===== src/common/afc_map.svh =====
/*
 * Register offsets, field positions, reset values and counts of the
 * analog front-end configuration block.
 * Assumes inclusion by bare name from any file that needs the map.
 */
`ifndef AFC_MAP_SVH
`define AFC_MAP_SVH

// Byte offsets of the Avalon-MM registers
`define AFC_REG_REF        5'h00
`define AFC_REG_BIAS       5'h04
`define AFC_REG_EXC        5'h08
`define AFC_REG_MODE       5'h0c
`define AFC_REG_PORT       5'h10
`define AFC_REG_STAT       5'h14

// Field positions (least significant bit of each field)
`define AFC_REF_EN_BIT     0
`define AFC_REF_POS_LSB    1
`define AFC_REF_NEG_LSB    3
`define AFC_BIAS_LS_BIT    0
`define AFC_BIAS_BO_LSB    1
`define AFC_BIAS_POL_BIT   4
`define AFC_EXC_R1_LSB     0
`define AFC_EXC_R2_LSB     4
`define AFC_EXC_M1_LSB     8
`define AFC_EXC_M2_LSB     12
`define AFC_MODE_RATE_LSB  0
`define AFC_MODE_FILT_LSB  5
`define AFC_PORT_CON_LSB   0
`define AFC_PORT_DIR_LSB   4
`define AFC_PORT_DAT_LSB   8
`define AFC_PORT_AC_BIT    12
`define AFC_STAT_ALM_BIT   0
`define AFC_STAT_ERR_BIT   1

// Reference selector codes
`define AFC_REF_INTERNAL   2'h0
`define AFC_REF_SUPPLY     2'h1
`define AFC_REF_EXT_LOW    2'h2
`define AFC_REF_EXT_HIGH   2'h3

// Reset values
`define AFC_ROUTE_RST      4'hf
`define AFC_DIR_RST        4'hf
`define AFC_RATE_RST       5'h04
`define AFC_FILT_RST       3'h5

// Code limits
`define AFC_BO_MAX         3'h4
`define AFC_MAG_MAX        4'ha
`define AFC_RATE_MAX       5'h10
`define AFC_RATE_FIR_MAX   5'h04
`define AFC_RATE_GAP       5'h03
`define AFC_RATE_SINC5_MIN 5'h0d

// Filter codes
`define AFC_FILT_SINC4     3'h3
`define AFC_FILT_SINC5     3'h4
`define AFC_FILT_FIR       3'h5

// Modulator divide ratio
`define AFC_MOD_DIV        8

// Level-shift settling for a 0.1 uF load, in 10 ns clocks
`define AFC_LS_SETTLE_CYC  22000

`endif


===== src/common/afc_pkg.sv =====
/*
 * Types shared by the front-end configuration block.
 * Assumes the map header supplies all numeric constants.
 */
package afc_pkg;

    // Bus slave handshake states
    typedef enum logic {BUS_IDLE, BUS_ACK} afc_bus_state_t;

    typedef logic [3:0] afc_nib_t;

endpackage : afc_pkg


===== src/common/afc_pin_if.sv =====
/*
 * Interface between the register file and the shared-pin port logic.
 * Assumes both ends run on the same clock.
 */
`timescale 1ns/10ps
interface afc_pin_if;
    import afc_pkg::*;

    afc_nib_t   connect;
    afc_nib_t   dir;
    afc_nib_t   data;
    logic       ac_en;
    logic [1:0] ac_drive;
    afc_nib_t   rd_val;

    modport ctrl (output connect, output dir, output data, output ac_en,
                  output ac_drive, input rd_val);
    modport port (input connect, input dir, input data, input ac_en,
                  input ac_drive, output rd_val);
endinterface : afc_pin_if


===== src/design/afc_top.sv =====
/*
 * Front-end configuration and status logic of a delta-sigma converter:
 * reference selection and alarm, level shift, burn-out and excitation
 * current settings, shared pins, modulator strobe and filter mode.
 * Assumes an Avalon-MM master with waitrequest and synchronous inputs.
 */
// Implementation choices: the register addresses and register access over Avalon-MM.
`timescale 1ns/10ps
`include "afc_map.svh"
module afc_top
#(
    parameter int MOD_DIV       = `AFC_MOD_DIV,
    parameter bit LARGE_VARIANT = 1'b1
)
(
    input  wire logic                clk,
    input  wire logic                rst_b,
    input  wire logic [4:0]          avs_address,
    input  wire logic                avs_read,
    input  wire logic                avs_write,
    input  wire logic [31:0]         avs_writedata,
    output      logic [31:0]         avs_readdata,
    output      logic                avs_waitrequest,
    input  wire logic                ref_low_cmp,
    input  wire logic                conv_start,
    input  wire logic [1:0]          ac_drive,
    input  wire afc_pkg::afc_nib_t   gpio_in,
    output      afc_pkg::afc_nib_t   gpio_out,
    output      afc_pkg::afc_nib_t   gpio_oe,
    output      logic                internal_ref_enable,
    output      logic [1:0]          ref_pos_select,
    output      logic [1:0]          ref_neg_select,
    output      logic                ref_use_internal,
    output      logic                level_shift_voltage,
    output      logic [2:0]          burnout_sel,
    output      logic                burnout_src_pos,
    output      afc_pkg::afc_nib_t   excitation1_route,
    output      afc_pkg::afc_nib_t   excitation2_route,
    output      afc_pkg::afc_nib_t   excitation1_magnitude,
    output      afc_pkg::afc_nib_t   excitation2_magnitude,
    output      logic                mod_sample,
    output      logic [2:0]          filt_mode,
    output      logic [4:0]          filt_rate,
    output      logic                filt_single_cycle,
    output      logic                ref_low_alarm,
    output      logic                cfg_error
);
    import afc_pkg::*;

    localparam int CW = (MOD_DIV > 1) ? $clog2(MOD_DIV) : 1;

    // The divider cannot count fewer than two clocks per sample
    if (MOD_DIV < 2 || MOD_DIV > 256)
    begin : g_bad_div
        $error("MOD_DIV must lie between 2 and 256");
    end

    afc_bus_state_t state;
    afc_pin_if      pins ();
    logic           wr_fire;
    logic [31:0]    next_readdata;
    logic           pull_down;
    logic [4:0]     rate_reg;
    logic [2:0]     filt_reg;
    logic [CW-1:0]  mod_cnt;
    logic [2:0]     next_filt;
    logic           next_error;
    afc_nib_t       port_con;
    afc_nib_t       port_dir;
    afc_nib_t       port_dat;
    logic           ac_en;

    assign pins.connect  = port_con;
    assign pins.dir      = port_dir;
    assign pins.data     = port_dat;
    assign pins.ac_en    = ac_en;
    assign pins.ac_drive = ac_drive;

    // Bus handshake: one wait cycle, then waitrequest low for one cycle
    always_ff @(posedge clk or negedge rst_b)
    begin
        if (!rst_b)
            state <= BUS_IDLE;
        else
        begin
            case (state)
                BUS_IDLE: if (avs_read || avs_write) state <= BUS_ACK;
                BUS_ACK:  state <= BUS_IDLE;
                default:  state <= BUS_IDLE;
            endcase
        end
    end

    // Waitrequest idles high so a new request is always held a cycle
    always_ff @(posedge clk or negedge rst_b)
    begin
        if (!rst_b)
            avs_waitrequest <= 1'b1;
        else
            avs_waitrequest <= !(state == BUS_IDLE && (avs_read || avs_write));
    end

    // A write lands at the edge where the master sees waitrequest low
    assign wr_fire = (state == BUS_ACK) && avs_write;

    // Read multiplexer; unmapped offsets read as zero
    always_comb
    begin
        next_readdata = 32'h0000_0000;
        if (avs_address == `AFC_REG_REF)
        begin
            next_readdata[`AFC_REF_EN_BIT]       = internal_ref_enable;
            next_readdata[`AFC_REF_POS_LSB +: 2] = ref_pos_select;
            next_readdata[`AFC_REF_NEG_LSB +: 2] = ref_neg_select;
        end
        else if (avs_address == `AFC_REG_BIAS)
        begin
            next_readdata[`AFC_BIAS_LS_BIT]      = level_shift_voltage;
            next_readdata[`AFC_BIAS_BO_LSB +: 3] = burnout_sel;
            next_readdata[`AFC_BIAS_POL_BIT]     = pull_down;
        end
        else if (avs_address == `AFC_REG_EXC)
        begin
            next_readdata[`AFC_EXC_R1_LSB +: 4] = excitation1_route;
            next_readdata[`AFC_EXC_R2_LSB +: 4] = excitation2_route;
            next_readdata[`AFC_EXC_M1_LSB +: 4] = excitation1_magnitude;
            next_readdata[`AFC_EXC_M2_LSB +: 4] = excitation2_magnitude;
        end
        else if (avs_address == `AFC_REG_MODE)
        begin
            next_readdata[`AFC_MODE_RATE_LSB +: 5] = rate_reg;
            next_readdata[`AFC_MODE_FILT_LSB +: 3] = filt_reg;
        end
        else if (avs_address == `AFC_REG_PORT)
        begin
            next_readdata[`AFC_PORT_CON_LSB +: 4] = port_con;
            next_readdata[`AFC_PORT_DIR_LSB +: 4] = port_dir;
            next_readdata[`AFC_PORT_DAT_LSB +: 4] = pins.rd_val;
            next_readdata[`AFC_PORT_AC_BIT]       = ac_en;
        end
        else if (avs_address == `AFC_REG_STAT)
        begin
            next_readdata[`AFC_STAT_ALM_BIT] = ref_low_alarm;
            next_readdata[`AFC_STAT_ERR_BIT] = cfg_error;
        end
    end

    // Read data captured when the request is first seen, stands a cycle
    always_ff @(posedge clk or negedge rst_b)
    begin
        if (!rst_b)
            avs_readdata <= 32'h0000_0000;
        else if (state == BUS_IDLE && avs_read)
            avs_readdata <= next_readdata;
    end

    // Reference selection; supply reference is the reset choice
    always_ff @(posedge clk or negedge rst_b)
    begin
        if (!rst_b)
        begin
            internal_ref_enable <= 1'b0;
            ref_pos_select      <= `AFC_REF_SUPPLY;
            ref_neg_select      <= `AFC_REF_SUPPLY;
        end
        else if (wr_fire && avs_address == `AFC_REG_REF)
        begin
            internal_ref_enable <= avs_writedata[`AFC_REF_EN_BIT];
            ref_pos_select      <= avs_writedata[`AFC_REF_POS_LSB +: 2];
            ref_neg_select      <= avs_writedata[`AFC_REF_NEG_LSB +: 2];
        end
    end

    // Internal reference is in use only when both selectors say so
    always_ff @(posedge clk or negedge rst_b)
    begin
        if (!rst_b)
            ref_use_internal <= 1'b0;
        else
            ref_use_internal <= (ref_pos_select == `AFC_REF_INTERNAL) &&
                                (ref_neg_select == `AFC_REF_INTERNAL);
    end

    // Alarm: a low comparator wins over a clearing conversion start
    always_ff @(posedge clk or negedge rst_b)
    begin
        if (!rst_b)
            ref_low_alarm <= 1'b0;
        else if (ref_low_cmp)
            ref_low_alarm <= 1'b1;
        else if (conv_start)
            ref_low_alarm <= 1'b0;
    end

    // Level shift and burn-out; out-of-range burn-out codes turn it off
    always_ff @(posedge clk or negedge rst_b)
    begin
        if (!rst_b)
        begin
            level_shift_voltage <= 1'b0;
            burnout_sel         <= 3'h0;
            pull_down           <= 1'b0;
        end
        else if (wr_fire && avs_address == `AFC_REG_BIAS)
        begin
            level_shift_voltage <= avs_writedata[`AFC_BIAS_LS_BIT];
            burnout_sel         <= (avs_writedata[`AFC_BIAS_BO_LSB +: 3] > `AFC_BO_MAX) ?
                                   3'h0 : avs_writedata[`AFC_BIAS_BO_LSB +: 3];
            pull_down           <= avs_writedata[`AFC_BIAS_POL_BIT];
        end
    end

    // Source current to the positive channel only in pull-up polarity
    always_ff @(posedge clk or negedge rst_b)
    begin
        if (!rst_b)
            burnout_src_pos <= 1'b1;
        else
            burnout_src_pos <= !pull_down;
    end

    // Excitation routes and magnitudes; magnitude codes above the top clamp
    always_ff @(posedge clk or negedge rst_b)
    begin
        if (!rst_b)
        begin
            excitation1_route     <= `AFC_ROUTE_RST;
            excitation2_route     <= `AFC_ROUTE_RST;
            excitation1_magnitude <= 4'h0;
            excitation2_magnitude <= 4'h0;
        end
        else if (wr_fire && avs_address == `AFC_REG_EXC)
        begin
            excitation1_route     <= avs_writedata[`AFC_EXC_R1_LSB +: 4];
            excitation2_route     <= avs_writedata[`AFC_EXC_R2_LSB +: 4];
            excitation1_magnitude <= (avs_writedata[`AFC_EXC_M1_LSB +: 4] > `AFC_MAG_MAX) ?
                                     `AFC_MAG_MAX : avs_writedata[`AFC_EXC_M1_LSB +: 4];
            excitation2_magnitude <= (avs_writedata[`AFC_EXC_M2_LSB +: 4] > `AFC_MAG_MAX) ?
                                     `AFC_MAG_MAX : avs_writedata[`AFC_EXC_M2_LSB +: 4];
        end
    end

    // Rate and filter live together in the mode register
    always_ff @(posedge clk or negedge rst_b)
    begin
        if (!rst_b)
        begin
            rate_reg <= `AFC_RATE_RST;
            filt_reg <= `AFC_FILT_RST;
        end
        else if (wr_fire && avs_address == `AFC_REG_MODE)
        begin
            rate_reg <= avs_writedata[`AFC_MODE_RATE_LSB +: 5];
            filt_reg <= avs_writedata[`AFC_MODE_FILT_LSB +: 3];
        end
    end

    // Shared-pin settings
    always_ff @(posedge clk or negedge rst_b)
    begin
        if (!rst_b)
        begin
            port_con <= 4'h0;
            port_dir <= `AFC_DIR_RST;
            port_dat <= 4'h0;
            ac_en    <= 1'b0;
        end
        else if (wr_fire && avs_address == `AFC_REG_PORT)
        begin
            port_con <= avs_writedata[`AFC_PORT_CON_LSB +: 4];
            port_dir <= avs_writedata[`AFC_PORT_DIR_LSB +: 4];
            port_dat <= avs_writedata[`AFC_PORT_DAT_LSB +: 4];
            ac_en    <= avs_writedata[`AFC_PORT_AC_BIT];
        end
    end

    // Filter legalisation: high rates force sinc5, FIR only up to 20 SPS
    always_comb
    begin
        next_error = 1'b0;
        next_filt  = filt_reg;
        if (rate_reg >= `AFC_RATE_SINC5_MIN)
        begin
            next_filt  = `AFC_FILT_SINC5;
            next_error = (filt_reg != `AFC_FILT_SINC5) || (rate_reg > `AFC_RATE_MAX);
        end
        else if (filt_reg == `AFC_FILT_FIR)
        begin
            if (rate_reg > `AFC_RATE_FIR_MAX || rate_reg == `AFC_RATE_GAP)
            begin
                next_filt  = `AFC_FILT_SINC4;
                next_error = 1'b1;
            end
        end
        else if (filt_reg >= `AFC_FILT_SINC5)
        begin
            next_filt  = `AFC_FILT_SINC4;
            next_error = 1'b1;
        end
        if (!LARGE_VARIANT && (ref_pos_select == `AFC_REF_EXT_HIGH ||
                               ref_neg_select == `AFC_REF_EXT_HIGH))
            next_error = 1'b1;
    end

    // Effective filter settings handed to the decimator
    always_ff @(posedge clk or negedge rst_b)
    begin
        if (!rst_b)
        begin
            filt_mode         <= `AFC_FILT_RST;
            filt_rate         <= `AFC_RATE_RST;
            filt_single_cycle <= 1'b1;
            cfg_error         <= 1'b0;
        end
        else
        begin
            filt_mode         <= next_filt;
            filt_rate         <= (rate_reg > `AFC_RATE_MAX) ? `AFC_RATE_MAX : rate_reg;
            filt_single_cycle <= (next_filt == `AFC_FILT_FIR);
            cfg_error         <= next_error;
        end
    end

    // Modulator sample strobe, one clock in every MOD_DIV
    always_ff @(posedge clk or negedge rst_b)
    begin
        if (!rst_b)
        begin
            mod_cnt    <= '0;
            mod_sample <= 1'b0;
        end
        else
        begin
            mod_cnt    <= (mod_cnt == CW'(MOD_DIV - 1)) ? '0 : mod_cnt + 1'b1;
            mod_sample <= (mod_cnt == CW'(MOD_DIV - 1));
        end
    end

    afc_gpio u_gpio
    (
        .clk     (clk),
        .rst_b   (rst_b),
        .cfg     (pins.port),
        .pin_in  (gpio_in),
        .pin_out (gpio_out),
        .pin_oe  (gpio_oe)
    );
endmodule : afc_top


===== src/design/afc_gpio.sv =====
/*
 * Four shared general-purpose pins: connect, direction, data readback
 * and AC-excitation override. All outputs are registered.
 * Assumes pin inputs are synchronous to clk; two stages settle them.
 */
`timescale 1ns/10ps
module afc_gpio
(
    input  wire logic         clk,
    input  wire logic         rst_b,
    afc_pin_if.port           cfg,
    input  wire logic [3:0]   pin_in,
    output      logic [3:0]   pin_out,
    output      logic [3:0]   pin_oe
);
    import afc_pkg::*;

    afc_nib_t meta;
    afc_nib_t sync;
    afc_nib_t drive;

    // Two-stage capture of the pin levels; only sync reads meta
    always_ff @(posedge clk or negedge rst_b)
    begin
        if (!rst_b)
        begin
            meta <= 4'h0;
            sync <= 4'h0;
        end
        else
        begin
            meta <= pin_in;
            sync <= meta;
        end
    end

    // Pins 0 and 2 carry the first AC phase, pins 1 and 3 the second
    always_comb
    begin
        drive = cfg.ac_en ? {cfg.ac_drive, cfg.ac_drive} : cfg.data;
    end

    // Pin drivers; an unconnected pin is never driven
    always_ff @(posedge clk or negedge rst_b)
    begin
        if (!rst_b)
        begin
            pin_out <= 4'h0;
            pin_oe  <= 4'h0;
        end
        else
        begin
            pin_out <= drive;
            pin_oe  <= cfg.connect & ~cfg.dir;
        end
    end

    // Outputs read back written data, inputs read the settled level
    always_ff @(posedge clk or negedge rst_b)
    begin
        if (!rst_b)
            cfg.rd_val <= 4'h0;
        else
            cfg.rd_val <= (cfg.dir & sync) | (~cfg.dir & cfg.data);
    end
endmodule : afc_gpio


===== config.mk =====
export PLATFORM = sky130hd
export DESIGN_NAME = afc_top
export DESIGN_NICKNAME = d
export VERILOG_FILES = /design/src/common/afc_pkg.sv /design/src/common/afc_pin_if.sv /design/src/design/afc_top.sv /design/src/design/afc_gpio.sv
export VERILOG_INCLUDE_DIRS = /design/src /design/src/common
export SDC_FILE = /design/constraint.sdc
export NUM_CORES = 1
export LEC_CHECK = 0
export ABC_AREA = 0
export BUFFER_PORTS_ARGS = -buffer_cell sky130_fd_sc_hd__clkbuf_2
export CAP_MARGIN = 20
export CORE_UTILIZATION = 35
export DETAILED_ROUTE_END_ITERATION = 7
export PLACE_DENSITY_LB_ADDON = 0.05
export RECOVER_POWER = 100
export SLEW_MARGIN = 10
export SYNTH_ARGS = -nofsm -noshare
export SYNTH_HDL_FRONTEND = slang
export SYNTH_SLANG_ARGS = --single-unit

===== constraint.sdc =====
create_clock -name clk -period 4.2 [get_ports clk]
set_clock_uncertainty 0.05 [all_clocks]
set_input_delay 0.63 -clock clk [delete_from_list [all_inputs] [get_ports clk]]
set_output_delay 0.63 -clock clk [all_outputs]
set_load 0.01 [all_outputs]

==> flow_summary.toml, run 1 <==
[worst_setup_path]
rrSetupSlack_ps = 2220
crit_start = "avs_address[3]"
crit_chain = "clkbuf_1 -> and2b_1 -> nor3b_4 -> nand3_1 -> mux2_1"
required_ps = 4370
cp.arrival_ps = 3020
worst-setup-path-type = "input port to flop"
max_stage_delay_ps = 650
end_kind = "flop"
worstSetupStartpointType = "input port"
cp_max_fo = 13
cp_slowest_cell = "nand3_1"
r2r-start = "state"

[floorplanning]
fp.dieH_um = 113
die_x_um = 113
row_count = 40
pin_count = 129
core_um2 = 12000
die_area_um2 = 12800
start_util = 0.360

[routing]
route.detailed.drc = 0
via_count = 2985
viasPerCell = 4.85
wl_mm = 10.2
antenna_left = 0
first_pass_iters = 4
drt_iter0_drc = 120
wl_per_cell_um = 16.6

[logic_synthesis]
syn_area_um2 = 4330
async_flop_share = 1.00
synthFlopType = "dfrtp_1"
synth.distinct_cells = 50
ys_ff_latch = 102
avgSynthCellArea_um2 = 11.7
yosysSeqAreaShare = 0.596
synth-edff-count = 0
ys_warn_count = 0
synth_cells = 369

[final_layout]
drive_above_1_share = 0.181
nets = 515
syn_to_final_growth_pct = 16.8
seqCellArea_um2 = 2580
antenna_cells = 0
largest_reg_flops = 16
stdcell_count = 616
fill_cells = 1241
fin_area_um2 = 5050
multi_input_area_um2 = 1500

[status]
violations = "capacitance limit, slew limit"
status = "finished, violations left"

[placed_design]
globalplace.congestion = 0.742
placed_cells = 599
place_area_um2 = 4880
port_buffers = 96
dp_hpwl_mm = 7.26

[clock_network]
post_cts_resized = 0
cts_max_level = 3
postCtsHoldBufs = 0
cts-buffers-inserted = 9
cts_setup_buffers = 0
cts_tree = "yes"
clock_latency_ps = 350
clk_path_buf_depth = 2
clkSlewWorstSetupHoldPaths_ps = 60
cts.sinks = 102
cts-root-buf = "clkbuf_16"

[min_path]
min_path_type = "flop to flop"
hold_path.startpoint = "u_gpio.meta[0]"

[sta]
finalSetupTns_ps = 0
relSlewSlack = -0.148
finalSetupViolations = 0
maxSlewViolCount = 30
grt_setup_unrepaired = "false"
min_period_ps = 2850
timing.fmax_ghz = 0.351
worstMarginPinSlew_ps = 1720
hold_viol_final = 0
timing.final.crit_share = 0.679

[power_and_ir_drop]
cellLeakagePower_uw = 0.00234
switching_share = 0.258
power_frac_seq = 0.505
power_uw = 2360
irDropWorstVdd_mv = 0.150
intPower_uw = 1750
power_density_nw_per_um2 = 467
p_sw_uw = 610
combPwrFrac = 0.125
pwr-share-clk = 0.369

[job]
cap_violations = 1

[global_routing]
grt_max_degree = 86
grt_pass1_vias = 2950
grt-ovfl-total = 0
antenna_found_initial = 0
groute.usage.overall = 0.173
grt_first_pass_wirelength_mm = 16.5
## critical path, delay by kind of cell
| family | cells | cell delay (ps) |
|---|---|---|
| muxes | 1 | 540 |
| and+or+nand+nor | 3 | 1650 |
| buffers and inverters | 1 | 210 |
## final cells by class
| class | count | area share |
|---|---|---|
| inverters | 9 | 0.00668 |
| flip-flops and latches | 102 | 0.511 |
| well taps | 147 | 0.0364 |
| multi-input cells | 241 | 0.296 |
| clock inverters | 4 | 0.0144 |
| repair buffers | 101 | 0.0894 |
| clock buffers | 12 | 0.0468 |
## metrics by stage
step | hold slack, ps | util | setup slack (ps)
2_1_floorplan | 281 | - | 2110
3_3_place_gp | 287 | 0.406 | 1470
3_5_place_dp | 286 | 0.406 | 1480
4_1_cts | 302 | 0.432 | 1840
5_1_grt | 307 | 0.421 | 1180
6_report | 300 | 0.421 | 1350
## power by group through the flow
stage / clock [uW] / combinational, uW / sequential [uW]
after floorplan: 0 / 163 / 1230
after global placement: 0 / 325 / 1220
after detailed placement: 0 / 328 / 1220
after CTS: 901 / 330 / 1200
after global routing: 939 / 334 / 1210
final: 872 / 296 / 1190
## cells in the mapped netlist, types with 8 or more instances
master   count  area (um2)
dfrtp_1     79        1980
nand2_1     64         240
o21ai_0     28         140
dfstp_2     23         604
mux2_2      21         236
buf_4       18         135
nor2b_1     13        81.3
a22oi_1     11        82.6
mux2_4      10         150
inv_1        9        33.8
nor2_1       9        33.8
a21oi_1      8        40.0
## per-layer routing
layer  vias up  track usage  wire [um]
met5         -            0          0
met4         0       0.0754        180
met3        14       0.0364        573
met2        77        0.261       4690
met1      1467        0.241       4790
li1       1427            -          -
## layout by cell type (no fill, tap or decap), drive strengths merged, types with 2 or more instances in the layout
| master | count |
|---|---|
| a21o | 2 |
| buf | 3 |
| a21oi | 8 |
| nand2b | 7 |
| nor2 | 9 |
| o22ai | 2 |
| dfrtp | 79 |
| ha | 2 |
| or2 | 3 |
| conb | 16 |
| a32oi | 4 |
| and2b | 3 |
| nand3b | 2 |
| nor2b | 13 |
| o2bb2ai | 2 |
| o21ai | 28 |
| a2bb2oi | 3 |
| nor3b | 2 |
| or3 | 3 |
| mux2 | 33 |
| nand3 | 3 |
| a22oi | 11 |
| nand2 | 64 |
| nor3 | 8 |
| bufinv | 2 |
| inv | 9 |
| clkbuf | 110 |
| a221o | 2 |
| dfstp | 23 |
## worst paths after layout
check / to / depth (start not counted)
setup / recovery: pins.connect[2] / 5
hold / removal: u_gpio.sync[0] / 0
setup reg to reg: avs_readdata[10] / 3
hold reg to reg: u_gpio.sync[0] / 0
max in group asynchronous: mod_sample / 2
min in group asynchronous: filt_mode[1] / 1
## logic make-up (layout without fill, tap and decap cells)
logic type	Yosys count	count (layout)	synth area share
adders and majority gates	2	2	0.00578
and+or+nand+nor	121	121	0.145
muxes	34	34	0.0968
other	1	16	0.000866
buffers and inverters	41	126	0.0540
DFF	102	102	0.596
AOI/OAI and AO/OA	68	68	0.101
(Power assumes the default switching activity.)
==> inputs of run 2 (changes only) <==
Clock period 4.2 ns to 2.6 ns, I/O delays scaled along.
==> flow_summary.toml, run 2 (same netlist as run 1, synthesis figures left out) <==
[status]
status = "complete, no violations"

[worst_setup_path]
cp.arrival_ps = 2220
r2r-start = "state"
r2r-end = "avs_readdata[7]"
worstSetupStartpointType = "input port"
required_ps = 2770
rrSetupSlack_ps = 560
ff2ff_path_depth = 3
cp_max_fo = 6
end_kind = "flop"
worst-setup-path-type = "input port to flop"

[floorplanning]
row_count = 40
die_x_um = 113
start_util = 0.360
fp.dieH_um = 113
core_um2 = 12000
pin_count = 129
die_area_um2 = 12800

[job]
cap_violations = 0

[sta]
worstMarginPinSlew_ps = 1030
relSlewSlack = 0.311
grt_setup_unrepaired = "false"
finalSetupViolations = 0
hold_viol_final = 0
worst_slack_ps = 552
timing.fmax_ghz = 0.488
finalSetupTns_ps = 0
timing.final.crit_share = 0.788
maxSlewViolCount = 0
min_period_ps = 2050

[final_layout]
seqCellArea_um2 = 2580
fill_cells = 1199
final_cell_mix = "79 x dfrtp_1, 64 x nand2_1, 60 x clkbuf_1, 42 x clkbuf_2, 28 x o21ai_0"
multi_input_area_um2 = 1510
syn_to_final_growth_pct = 17.9
mostFrequentLayoutCell = "dfrtp_1"
fin_area_um2 = 5100
largest_reg_flops = 16
antenna_cells = 0
nets = 522
drive_above_1_share = 0.204

[power_and_ir_drop]
irDropWorstVdd_mv = 0.254
cellLeakagePower_uw = 0.00238
power_uw = 3750
power_density_nw_per_um2 = 735

[placed_design]
port_buffers = 96
place_area_um2 = 4950
post-place-ws_ps = 548
globalplace.congestion = 0.803
dp_hpwl_mm = 7.47

[global_routing]
grt_max_degree = 41
grt_first_pass_wirelength_mm = 16.5
grt_pass1_vias = 2969
grt-ovfl-total = 0
antenna_found_initial = 0
groute.usage.overall = 0.173

[clock_network]
cts-buffers-inserted = 9
cts_setup_buffers = 0
cts-root-buf = "clkbuf_16"
cts_max_level = 3
clkSlewWorstSetupHoldPaths_ps = 70
clk_path_buf_depth = 2
clock_latency_ps = 340
cts.sinks = 102
cts_tree = "yes"

[min_path]
min_path_type = "input port to flop"
min_to = "u_gpio.meta[1]"
hold_depth = 1
hold_path.startpoint = "gpio_in[1]"

[routing]
via_count = 2987
wl_per_cell_um = 16.8
route.detailed.drc = 0
first_pass_iters = 4
drt_iter0_drc = 138
antenna_left = 0
wl_mm = 10.5
viasPerCell = 4.79
==> run 2: cell count changes in the layout (fill, tap and decap cells not counted), sizes merged <==
cell | before | now
buf | 3 | 7
clkbuf | 110 | 112
bufinv | 2 | 1
clkinv | 1 | 2
dlygate4sd3 | 0 | 1
==> run 2: area by class of cell <==
cell class              instances  area share
clock buffers                  12      0.0483
well taps                     147      0.0360
clock inverters                 4     0.00932
repair buffers                108      0.0986
multi-input cells             241       0.295
flip-flops and latches        102       0.506
inverters                       9     0.00662
==> run 2: worst max-delay path by stage <==
stage	cells after the start	start	end
finish	6	avs_address[4]	ref_neg_select[1]
CTS	3	state	rate_reg[0]
detailed placement	5	avs_address[4]	pins.data[2]
global route	6	avs_address[4]	ref_pos_select[1]
floorplan	5	avs_address[4]	filt_reg[1]
global placement	5	avs_address[4]	pins.data[0]
==> run 2: per-layer routing <==
layer | vias up | part of all wire | track usage
met4 | 0 | 0.018 | 0.0842
li1 | 1436 | - | -
met5 | - | 0 | 0
met1 | 1461 | 0.48 | 0.241
met2 | 75 | 0.47 | 0.265
met3 | 15 | 0.035 | 0.0268
==> run 2: timing repair <==
action                                 4_1_cts  5_1_grt
gates resized for setup                      0        0
endpoints found under the hold margin       26        0
hold buffers                                 1        0
==> run 2: critical path, cell delays in order <==
cell	delay, ps
clkbuf_2	130
nor3_1	220
clkbuf_1	280
nand2b_1	230
nor3_1	570
mux2_2	400
==> run 2: report_power, final <==
part | switching [uW] | internal (uW)
clock network | 565 | 770
registers | 139 | 1790
logic | 288 | 199
total | 992 | 2760
==> run 2: metrics by stage <==
stage               cells  hold WS [ps]  utilization
finish                623           101        0.425
detailed placement    606           290        0.412
global placement      606           287        0.412
CTS                   623          86.5        0.437
floorplan             384          44.4            -
global route          623          89.3        0.425
